### config.mk
export PLATFORM = sky130hd
export DESIGN_NAME = config_word_loader
export DESIGN_NICKNAME = d
export VERILOG_FILES = /design/src/cfg_loader_pkg.sv /design/src/flash_rd_if.sv /design/src/flash_port.sv /design/src/config_word_loader.sv
export SDC_FILE = /design/constraint.sdc
export NUM_CORES = 1
export LEC_CHECK = 0
export BUFFER_PORTS_ARGS = -buffer_cell sky130_fd_sc_hd__buf_2
export CORE_ASPECT_RATIO = 1.4
export CORE_MARGIN = 2
export CORE_UTILIZATION = 55
export CTS_CLUSTER_DIAMETER = 100
export DETAILED_ROUTE_END_ITERATION = 10
export GPL_TIMING_DRIVEN = 0
export PLACE_DENSITY = 0.95
export SYNTH_ARGS = -nofsm -noshare
export SYNTH_HDL_FRONTEND = slang
export SYNTH_HIERARCHICAL = 1
export SYNTH_SLANG_ARGS = --single-unit
### constraint.sdc
create_clock -name clock -period 3.7 [get_ports clock]
set_input_delay 0.37 -clock clock [delete_from_list [all_inputs] [get_ports clock]]
set_output_delay 0.37 -clock clock [all_outputs]
set_load 0.02 [all_outputs]
### src/cfg_loader_pkg.sv
package cfg_loader_pkg;
    // program memory word addresses of the packed configuration
    localparam logic [23:0] ADDR_WORD_ONE  = 24'h0157fe;
    localparam logic [23:0] ADDR_WORD_TWO  = 24'h0157fc;
    localparam logic [23:0] ADDR_WORD_LAST = 24'h0157f8;
    localparam int          WORD_W         = 24;
    // erased flash reads all ones in the upper byte field
    localparam logic [7:0]  UNIMPL_FILL    = 8'hff;
    // word one field positions
    localparam int W1_RSVD     = 15;
    localparam int W1_TESTPORT = 14;
    localparam int W1_CODEGRD  = 13;
    localparam int W1_WRGRD    = 12;
    localparam int W1_DEBUG    = 11;
    localparam int W1_RETCFG   = 10;
    localparam int W1_EMU_LO   = 8;
    localparam int W1_WDEN_LO  = 6;
    localparam int W1_WINDOW_DISABLE   = 5;
    localparam int W1_PRESC    = 4;
    localparam int W1_POST_LO  = 0;
    // word two field positions
    localparam int W2_TWOSPEED = 15;
    localparam int W2_VBATBOR  = 14;
    localparam int W2_WDCMX    = 13;
    localparam int W2_CMPREF   = 12;
    localparam int W2_ADCREF   = 11;
    localparam int W2_OSC_LO   = 8;
    localparam int W2_CKSM_LO  = 6;
    localparam int W2_OSCOUT   = 5;
    localparam int W2_WDCLK_LO = 3;
    localparam int W2_POSC_LO  = 0;
    // unprogrammed (all ones) decoded flags; unused, dec_reg resets to 16'h0000 before a load completes
    localparam logic [15:0] CFG_RESET = 16'hffff;
    // flash read latency in cycles
    localparam logic [1:0]  FLASH_LAT = 2'd2;
    // decoded watchdog clock sources
    localparam logic [1:0] WDCLK_LOW_POWER_RC_OSC = 2'd0;
    localparam logic [1:0] WDCLK_FRC  = 2'd1;
    localparam logic [1:0] WDCLK_SECONDARY_OSC = 2'd2;
    localparam logic [1:0] WDCLK_SYS  = 2'd3;
endpackage

### src/flash_rd_if.sv
`timescale 1ns/1ps
`default_nettype none
interface flash_rd_if;
    logic        req;
    logic [23:0] addr;
    logic        valid;
    logic [23:0] data;
    modport master (output req, output addr, input valid, input data);
    modport slave  (input req, input addr, output valid, output data);
endinterface
`default_nettype wire

### src/flash_port.sv
`timescale 1ns/1ps
`default_nettype none
// adapts the single-request flash read pins to a fixed-latency handshake
module flash_port
    import cfg_loader_pkg::*;
(
    input  wire logic        clock,
    input  wire logic        rst,
    flash_rd_if.slave        rd,
    output logic             flash_rd_en,
    output logic [23:0]      flash_addr,
    input  wire logic [23:0] flash_rdata
);
    logic [1:0]  cnt_reg, cnt_next;
    logic        en_reg, en_next;
    logic [23:0] addr_reg, addr_next;

    // count the fixed read latency after a request
    always_comb begin
        cnt_next  = cnt_reg;
        en_next   = 1'b0;
        addr_next = addr_reg;
        if (rd.req && cnt_reg == 2'd0) begin
            cnt_next  = FLASH_LAT;
            en_next   = 1'b1;
            addr_next = rd.addr;
        end else if (cnt_reg != 2'd0) begin
            cnt_next = cnt_reg - 2'd1;
        end
    end

    always_ff @(posedge clock) begin
        if (rst) begin
            cnt_reg  <= 2'd0;
            en_reg   <= 1'b0;
            addr_reg <= 24'h000000;
        end else begin
            cnt_reg  <= cnt_next;
            en_reg   <= en_next;
            addr_reg <= addr_next;
        end
    end

    assign flash_rd_en = en_reg;
    assign flash_addr  = addr_reg;
    assign rd.valid    = (cnt_reg == 2'd1);
    assign rd.data     = flash_rdata;
endmodule
`default_nettype wire

### src/config_word_loader.sv
`timescale 1ns/1ps
`default_nettype none
module config_word_loader
    import cfg_loader_pkg::*;
(
    input  wire logic        clock,
    input  wire logic        rst,
    output logic             flash_rd_en,
    output logic [23:0]      flash_addr,
    input  wire logic [23:0] flash_rdata,
    input  wire logic        sys_clk_is_low_power_rc_osc,
    input  wire logic        in_sleep,
    input  wire logic        retention_enable_fw,
    input  wire logic        watchdog_software_enable,
    output logic             load_done,
    output logic [23:0]      config_word_one,
    output logic [23:0]      config_word_two,
    output logic             test_port_enable,
    output logic             code_protect_on,
    output logic             program_write_allow,
    output logic             debug_mode_entry,
    output logic             retention_regulator_on,
    output logic [1:0]       emulator_pin_pair,
    output logic             emulator_select_bad,
    output logic             watchdog_on,
    output logic             watchdog_run_only,
    output logic             watchdog_windowed,
    output logic             watchdog_prescale_128,
    output logic [15:0]      watchdog_postscale_ratio,
    output logic             two_speed_startup_select,
    output logic             backup_supply_brownout_enable,
    output logic             comparator_ref_pin_select,
    output logic             converter_ref_pin_select,
    output logic [2:0]       initial_oscillator_field,
    output logic             oscillator_select_bad,
    output logic             clock_switch_enable,
    output logic             fail_safe_monitor_enable,
    output logic [1:0]       watchdog_clock_source,
    output logic [1:0]       primary_osc_mode_field,
    output logic             osc_output_clock
);
    import cfg_loader_pkg::*;

    // one-hot load sequence
    typedef enum logic [3:0] {
        ST_READ_ONE = 4'b0001,
        ST_READ_TWO = 4'b0010,
        ST_DECODE   = 4'b0100,
        ST_DONE     = 4'b1000
    } load_state_e;

    flash_rd_if rd ();

    // sequencer state and the raw words
    load_state_e state_reg, state_next;
    logic        req_reg, req_next;
    logic [23:0] w1_reg, w1_next;
    logic [23:0] w2_reg, w2_next;
    logic        done_reg, done_next;

    // decoded settings, one flop per output
    logic [15:0] dec_reg, dec_next;
    logic [1:0]  emu_reg, emu_next;
    logic [15:0] post_reg, post_next;
    logic [2:0]  osc_reg, osc_next;
    logic [1:0]  wdclk_reg, wdclk_next;
    logic [1:0]  posc_reg, posc_next;
    logic        esb_reg, esb_next;
    logic        osb_reg, osb_next;

    // field slices read by the decoder
    logic [1:0]  wden;
    logic [1:0]  ck;

    // fixed-latency flash read adapter
    flash_port u_port (
        .clock       (clock),
        .rst         (rst),
        .rd          (rd.slave),
        .flash_rd_en (flash_rd_en),
        .flash_addr  (flash_addr),
        .flash_rdata (flash_rdata)
    );

    // request toward the flash adapter; address follows the state
    assign rd.req  = req_reg;
    assign rd.addr = (state_reg == ST_READ_ONE) ? ADDR_WORD_ONE : ADDR_WORD_TWO;

    // watchdog and clock switch fields of the loaded words
    assign wden    = w1_reg[W1_WDEN_LO +: 2];
    assign ck      = w2_reg[W2_CKSM_LO +: 2];

    // load sequencer; reset restarts it, so every reset reloads
    always_comb begin
        state_next = state_reg;
        req_next   = 1'b0;
        w1_next    = w1_reg;
        w2_next    = w2_reg;
        done_next  = done_reg;
        case (state_reg)
            ST_READ_ONE: begin
                req_next = !rd.valid;
                if (rd.valid) begin
                    w1_next    = {UNIMPL_FILL, rd.data[15:0]};
                    state_next = ST_READ_TWO;
                end
            end
            ST_READ_TWO: begin
                req_next = !rd.valid && !req_reg;
                if (rd.valid) begin
                    w2_next    = {UNIMPL_FILL, rd.data[15:0]};
                    state_next = ST_DECODE;
                end
            end
            ST_DECODE: begin
                state_next = ST_DONE;
            end
            ST_DONE: begin
                done_next = 1'b1;
            end
            default: state_next = ST_READ_ONE;
        endcase
    end

    // field decode; an erased word (all ones) decodes as unprotected
    always_comb begin
        dec_next   = dec_reg;
        emu_next   = emu_reg;
        post_next  = post_reg;
        osc_next   = osc_reg;
        wdclk_next = wdclk_reg;
        posc_next  = posc_reg;
        esb_next   = esb_reg;
        osb_next   = osb_reg;
        if (state_reg == ST_DECODE) begin
            dec_next[0]  = w1_reg[W1_TESTPORT];
            dec_next[1]  = !w1_reg[W1_CODEGRD];
            dec_next[2]  = w1_reg[W1_WRGRD];
            dec_next[3]  = !w1_reg[W1_DEBUG];
            // regulator off when one, on when zero
            dec_next[4]  = !w1_reg[W1_RETCFG];
            dec_next[5]  = (wden != 2'b00);
            dec_next[6]  = (wden == 2'b01);
            dec_next[7]  = !w1_reg[W1_WINDOW_DISABLE] && (wden != 2'b00);
            dec_next[8]  = w1_reg[W1_PRESC];
            dec_next[9]  = w2_reg[W2_TWOSPEED];
            dec_next[10] = w2_reg[W2_VBATBOR];
            dec_next[11] = w2_reg[W2_CMPREF];
            dec_next[12] = w2_reg[W2_ADCREF];
            // 1x disables both, 01 switching only
            dec_next[13] = !ck[1];
            dec_next[14] = (ck == 2'b00);
            // clock out only for modes 11 or 00
            dec_next[15] = w2_reg[W2_OSCOUT] &&
                           (w2_reg[W2_POSC_LO +: 2] == 2'b11 ||
                            w2_reg[W2_POSC_LO +: 2] == 2'b00);
            emu_next  = 2'd3 - w1_reg[W1_EMU_LO +: 2] + 2'd1;
            esb_next  = (w1_reg[W1_EMU_LO +: 2] == 2'b00);
            // ratio is two to the field value
            post_next = 16'h0001 << w1_reg[W1_POST_LO +: 4];
            osc_next  = w2_reg[W2_OSC_LO +: 3];
            osb_next  = (w2_reg[W2_OSC_LO +: 3] == 3'b110);
            posc_next = w2_reg[W2_POSC_LO +: 2];
            wdclk_next = WDCLK_LOW_POWER_RC_OSC;
            if (w2_reg[W2_WDCMX]) begin
                case (w2_reg[W2_WDCLK_LO +: 2])
                    2'b11: wdclk_next = WDCLK_LOW_POWER_RC_OSC;
                    2'b10: wdclk_next = (!w1_reg[W1_WINDOW_DISABLE] && !sys_clk_is_low_power_rc_osc)
                                        ? WDCLK_FRC : WDCLK_LOW_POWER_RC_OSC;
                    2'b01: wdclk_next = WDCLK_SECONDARY_OSC;
                    2'b00: wdclk_next = WDCLK_SYS;
                    default: wdclk_next = WDCLK_LOW_POWER_RC_OSC;
                endcase
            end
        end
    end

    // volatile words set to all ones and reloaded on every reset
    always_ff @(posedge clock) begin
        if (rst) begin
            state_reg <= ST_READ_ONE;
            req_reg   <= 1'b0;
            w1_reg    <= 24'hffffff;
            w2_reg    <= 24'hffffff;
            done_reg  <= 1'b0;
        end else begin
            state_reg <= state_next;
            req_reg   <= req_next;
            w1_reg    <= w1_next;
            w2_reg    <= w2_next;
            done_reg  <= done_next;
        end
    end

    // decoded settings change only at the decode step
    always_ff @(posedge clock) begin
        if (rst) begin
            dec_reg   <= 16'h0000;
            emu_reg   <= 2'd0;
            post_reg  <= 16'h0001;
            osc_reg   <= 3'd0;
            wdclk_reg <= WDCLK_LOW_POWER_RC_OSC;
            posc_reg  <= 2'b11;
            esb_reg   <= 1'b0;
            osb_reg   <= 1'b0;
        end else begin
            dec_reg   <= dec_next;
            emu_reg   <= emu_next;
            post_reg  <= post_next;
            osc_reg   <= osc_next;
            wdclk_reg <= wdclk_next;
            posc_reg  <= posc_next;
            esb_reg   <= esb_next;
            osb_reg   <= osb_next;
        end
    end

    // outputs straight from flops; consumers wait for load_done
    assign load_done                     = done_reg;
    assign config_word_one               = w1_reg;
    assign config_word_two               = w2_reg;

    // protection, debug, retention regulator and emulator settings
    assign test_port_enable              = dec_reg[0];
    assign code_protect_on               = dec_reg[1];
    assign program_write_allow           = dec_reg[2];
    assign debug_mode_entry              = dec_reg[3];
    assign retention_regulator_on        = dec_reg[4];
    assign emulator_pin_pair             = emu_reg;
    assign emulator_select_bad           = esb_reg;

    // watchdog settings
    assign watchdog_on                   = dec_reg[5];
    assign watchdog_run_only             = dec_reg[6];
    assign watchdog_windowed             = dec_reg[7];
    assign watchdog_prescale_128         = dec_reg[8];
    assign watchdog_postscale_ratio      = post_reg;
    assign watchdog_clock_source         = wdclk_reg;

    // supply and reference pin settings
    assign backup_supply_brownout_enable = dec_reg[10];
    assign comparator_ref_pin_select     = dec_reg[11];
    assign converter_ref_pin_select      = dec_reg[12];

    // oscillator and clock switch settings
    assign two_speed_startup_select      = dec_reg[9];
    assign initial_oscillator_field      = osc_reg;
    assign oscillator_select_bad         = osb_reg;
    assign clock_switch_enable           = dec_reg[13];
    assign fail_safe_monitor_enable      = dec_reg[14];
    assign primary_osc_mode_field        = posc_reg;
    assign osc_output_clock              = dec_reg[15];
endmodule
`default_nettype wire

==> flow_summary.json, run 1 <==
{
  "status": "finished clean",
  "hold_viol_final": 0,
  "num_vias": 3900,
  "fin_crit_sh_pct": 50.0,
  "netlist_instances": 500,
  "required_ns": 3.97,
  "synthesis.area_um2": 4590,
  "cts_setup_buffers": 0,
  "vias_per_cell": 5.15,
  "fin_setup_tns_ns": 0,
  "die_w_um": 81.2,
  "dr.pass1.iters": 5,
  "rsz0062_at_grt": "no",
  "irDropWorstVdd_uv": 364,
  "max_slew_margin_pct": 58.8,
  "design.portCount": 147,
  "cts_resized": 0,
  "coreArea_um2": 8150,
  "crit_type": "flip-flop to flip-flop",
  "grt-ovfl-total": 0,
  "syn-mean-instance-area_um2": 9.17,
  "final_util_pct": 69.8,
  "clockBufferDepth": 2,
  "cap_violations": 0,
  "syn_to_final_growth_pct": 24.0,
  "startpoint_type": "flip-flop",
  "tightest_slew_ns": 0.615,
  "setup_viol": 0,
  "diodes": 0,
  "p_leak_uw": 0.00254,
  "cts_max_level": 3,
  "postRouteAntennaNets": 0,
  "routed_wl_um": 11600,
  "max_freq_mhz": 541,
  "path_max_fanout": 10,
  "worstSetupEndpointType": "flip-flop",
  "grt_max_degree": 19,
  "yosysWarningCount": 6,
  "dpl.hpwl_um": 8510,
  "drt_iter0_markers": 238,
  "antenna_found_initial": 0,
  "start_util_pct": 56.3,
  "clkSinkCount": 108,
  "grt_use_total_pct": 25.9,
  "clock-skew-final_ns": 0.00694,
  "layout-drive-gt1-share_pct": 26.7,
  "place_congestion": 0.881,
  "routedWlPerCell_um": 15.3,
  "finalCriticalPeriod_ns": 1.85,
  "cts_hold_buf": 0,
  "cts-buffers-inserted": 9,
  "remaining_drc_errors": 0,
  "root_buffer": "clkbuf_16",
  "die_area_um2": 9090,
  "slew_violations": 0,
  "nets": 682,
  "cp.arrival_ns": 2.12,
  "powerDensity_nw_per_um2": 443,
  "largest_reg_flops": 24,
  "grt_pass1_vias": 3837,
  "clk_latency_ns": 0.34,
  "fillers": 578,
  "path_clk_slew_ns": 0.07,
  "io_buffers": 103,
  "hp-class": "input port to flip-flop",
  "cts_tree": "built",
  "dieHeight_um": 112,
  "grt_pass1_wl_um": 18300,
  "rows": 39
}
layer usage:
metal | global-route usage, % | vias to the layer above | wire length [um]
met1 | 28.2 | 1817 | 4380
met5 | 0 | - | 0
met3 | 5.31 | 27 | 805
met2 | 45.8 | 174 | 6010
li1 | - | 1882 | -
met4 | 13.7 | 0 | 399
placed cells by master (no fill, tap or decap), types with 3 or more instances in the layout:
cell type,count
nand2_1,54
clkbuf_16,9
a21oi_1,37
clkbuf_1,17
dfxtp_1,108
buf_4,33
nand4_1,4
nand2b_1,48
nor2b_1,7
xnor2_1,3
nand3_1,13
mux2i_1,56
a211oi_1,5
inv_1,4
nand3b_1,6
nor2_1,60
buf_2,114
conb_1,39
or3_1,3
stage by stage:
stage | std cells | instance area [um2] | hold WS [ns] | total power, uW | worst slack [ns]
2_1_floorplan | 537 | 4720 | 0.428 | 1460 | 2.16
3_3_place_gp | 742 | 5370 | 0.436 | 1520 | 1.85
3_5_place_dp | 742 | 5370 | 0.444 | 1530 | 1.75
4_1_cts | 758 | 5690 | 0.285 | 2530 | 1.84
5_1_grt | 758 | 5690 | 0.293 | 2600 | 1.73
6_report | 758 | 5690 | 0.288 | 2520 | 1.85
area by class of cell:
type / count / area (um2) / share of cell area [%]
Multi-Input combinational cell: 359 / 2110 / 37.2
Clock inverter: 5 / 66.3 / 1.17
Clock buffer: 11 / 253 / 4.44
Inverter: 4 / 15.0 / 0.264
Timing Repair Buffer: 103 / 515 / 9.06
Buffer: 66 / 433 / 7.61
Sequential cell: 108 / 2160 / 38.0
Tap cell: 102 / 128 / 2.24
path summary, 6_finish.rpt:
check	from	to	slack (ns)	cells past startpoint
setup / recovery	u_port/cnt_reg[0]	config_word_two[9]	1.85	5
hold / removal	flash_rdata[12]	config_word_one[12]	0.29	3
setup reg to reg	u_port/cnt_reg[0]	config_word_two[9]	1.85	5
hold reg to reg	watchdog_postscale_ratio[13]	watchdog_postscale_ratio[13]	0.45	2
power breakdown:
| group | internal (uW) | switching, uW |
|---|---|---|
| logic | 120 | 163 |
| clock network | 573 | 442 |
| registers | 1200 | 24.0 |
worst max-delay path: stages (launching register included):
cell,delay [ns]
dfxtp_1,0.40
and2b_2,0.24
nand4bb_1,0.16
nor2_2,0.42
buf_4,0.32
mux2i_1,0.23
Power figures use the tool's default switching activity.
==> inputs of run 2 (changes only) <==
--- a/config.mk
+++ b/config.mk
@@ -8,11 +8,11 @@
 export BUFFER_PORTS_ARGS = -buffer_cell sky130_fd_sc_hd__buf_2
 export CORE_ASPECT_RATIO = 1.4
 export CORE_MARGIN = 2
-export CORE_UTILIZATION = 55
+export CORE_UTILIZATION = 51
 export CTS_CLUSTER_DIAMETER = 100
 export DETAILED_ROUTE_END_ITERATION = 10
 export GPL_TIMING_DRIVEN = 0
-export PLACE_DENSITY = 0.95
+export PLACE_DENSITY = 0.91
 export SYNTH_ARGS = -nofsm -noshare
 export SYNTH_HDL_FRONTEND = slang
 export SYNTH_HIERARCHICAL = 1
==> constraint.sdc (replaced) <==
create_clock -name clock -period 1.9 [get_ports clock]
set_input_delay 0.19 -clock clock [delete_from_list [all_inputs] [get_ports clock]]
set_output_delay 0.19 -clock clock [all_outputs]
set_load 0.02 [all_outputs]
==> run 2 against run 1 <==
Against the previous run: clock power up 90%; non-clock buffer count up 4; combinational power up 95%; sequential share of layout area is 0.25 points lower; critical path depth is the same; global-route usage fell by 2.8 points; wire length decreased by 1.6%; count of clock-buffer cells in the layout did not move; largest power group unchanged.
==> flow_summary.json, run 2 (synthesis results as in run 1) <==
{
  "cts_max_level": 3,
  "path_clk_slew_ns": 0.07,
  "crit_type": "flip-flop to flip-flop",
  "final_util_pct": 66.1,
  "layout-drive-gt1-share_pct": 27.1,
  "routedWlPerCell_um": 14.9,
  "rsz0062_at_grt": "no",
  "cts-buffers-inserted": 9,
  "remaining_drc_errors": 0,
  "grt_pass1_wl_um": 18100,
  "irDropWorstVdd_uv": 654,
  "critical-path-max-stage-delay_ns": 0.40,
  "grt-ovfl-total": 0,
  "setup_viol": 0,
  "slew_violations": 0,
  "grt_max_degree": 19,
  "hold_viol_final": 0,
  "critical_path.cell_chain": "and2b_2 > nand4bb_1 > nor2_4 > buf_4 > mux2i_1",
  "clock-skew-final_ns": 0.00910,
  "fin_crit_sh_pct": 94.6,
  "dpl.hpwl_um": 8440,
  "max_freq_mhz": 556,
  "max_slew_margin_pct": 60.5,
  "startpoint_type": "flip-flop",
  "num_vias": 3875,
  "powerDensity_nw_per_um2": 852,
  "routed_wl_um": 11400,
  "largest_reg_flops": 24,
  "cap_violations": 0,
  "clockBufferDepth": 2,
  "p_leak_uw": 0.00255,
  "cp.arrival_ns": 2.06,
  "clkSinkCount": 108,
  "rows": 40,
  "drt_iter0_markers": 155,
  "finalCriticalPeriod_ns": 1.80,
  "diodes": 0,
  "status": "finished clean",
  "dieHeight_um": 116,
  "syn_to_final_growth_pct": 24.8,
  "grt_pass1_vias": 3826,
  "worstSetupEndpointType": "flip-flop",
  "die_area_um2": 9780,
  "vias_per_cell": 5.07,
  "hp-class": "input port to flip-flop",
  "tightest_slew_ns": 0.592,
  "dr.pass1.iters": 4,
  "postRouteAntennaNets": 0,
  "layout_commonest_cell": "buf_2",
  "coreArea_um2": 8660,
  "io_buffers": 103,
  "antenna_found_initial": 0,
  "nets": 686,
  "design.portCount": 147,
  "clk_latency_ns": 0.34,
  "cp_slowest_cell": "dfxtp_1",
  "root_buffer": "clkbuf_16",
  "cts_tree": "built",
  "required_ns": 2.16,
  "path_max_fanout": 10,
  "place_congestion": 0.873,
  "start_util_pct": 53.0,
  "grt_use_total_pct": 23.0,
  "final_cell_mix": "buf_2 (114), dfxtp_1 (108), nor2_1 (60)",
  "die_w_um": 84.1,
  "fin_setup_tns_ns": 0
}
==> run 2: changes by cell type in the layout (fill, tap and decap cells not counted), sizes merged <==
cell / before / now
clkinvlp: 0 / 2
clkinv: 1 / 0
inv: 7 / 6
buf: 152 / 156
==> run 2: stage by stage <==
step	hold WS, ns	total power [uW]	area (um2)	instances	setup slack (ns)
floorplan	0.374	2850	4720	537	0.355
detailed placement	0.444	2980	5370	745	0.0554
CTS	0.110	4900	5690	761	0.0696
global placement	0.436	2960	5370	745	0.105
finish	0.121	4880	5720	765	0.102
global route	0.120	5040	5720	765	0.0398
==> run 2: what timing repair did <==
item                                   in CTS  in global routing
resized for setup                           1                  0
endpoints found under the hold margin       0                  0
hold buffers                                0                  0
buffers inserted                            0                  4
pin swaps                                   0                  1
setup endpoints to repair                   1                 12
==> run 2: final timing paths <==
path,end,start,cells after the start,slack (ns)
max reg2reg,config_word_two[3],u_port/cnt_reg[0],5,0.10
min,config_word_two[0],flash_rdata[0],3,0.12
max,config_word_two[3],u_port/cnt_reg[0],5,0.10
min reg2reg,dec_reg[12],dec_reg[12],2,0.45
==> run 2: cell type report <==
type | count | area, um2
Sequential cell | 108 | 2160
Buffer | 66 | 433
Clock inverter | 5 | 65.1
Fill cell | 676 | 2930
Inverter | 4 | 15.0
Tap cell | 105 | 131
Clock buffer | 11 | 253
Timing Repair Buffer | 107 | 546
Multi-Input combinational cell | 359 | 2120
==> run 2: critical path, delay by kind of cell (launching register included) <==
| family | cells | cell delay (ns) |
|---|---|---|
| buf+inv | 1 | 0.30 |
| mux | 1 | 0.25 |
| simple gates | 3 | 0.76 |
| flops | 1 | 0.40 |
==> run 2: metal layers <==
| metal | up-vias | part of all wire [%] | wire [um] | global-route usage, % |
|---|---|---|---|---|
| met4 | 0 | 1.4 | 157 | 10.1 |
| met5 | - | 0 | 0 | 0 |
| li1 | 1896 | - | - | - |
| met3 | 14 | 7.2 | 816 | 6.29 |
| met2 | 162 | 53 | 6000 | 41.7 |
| met1 | 1803 | 39 | 4440 | 25.3 |
==> run 2: power breakdown <==
part           internal [uW]  switching (uW)  total (uW)
clock network           1110             835        1940
logic                    234             318         551
registers               2330            47.5        2380
total                   3680            1200        4880
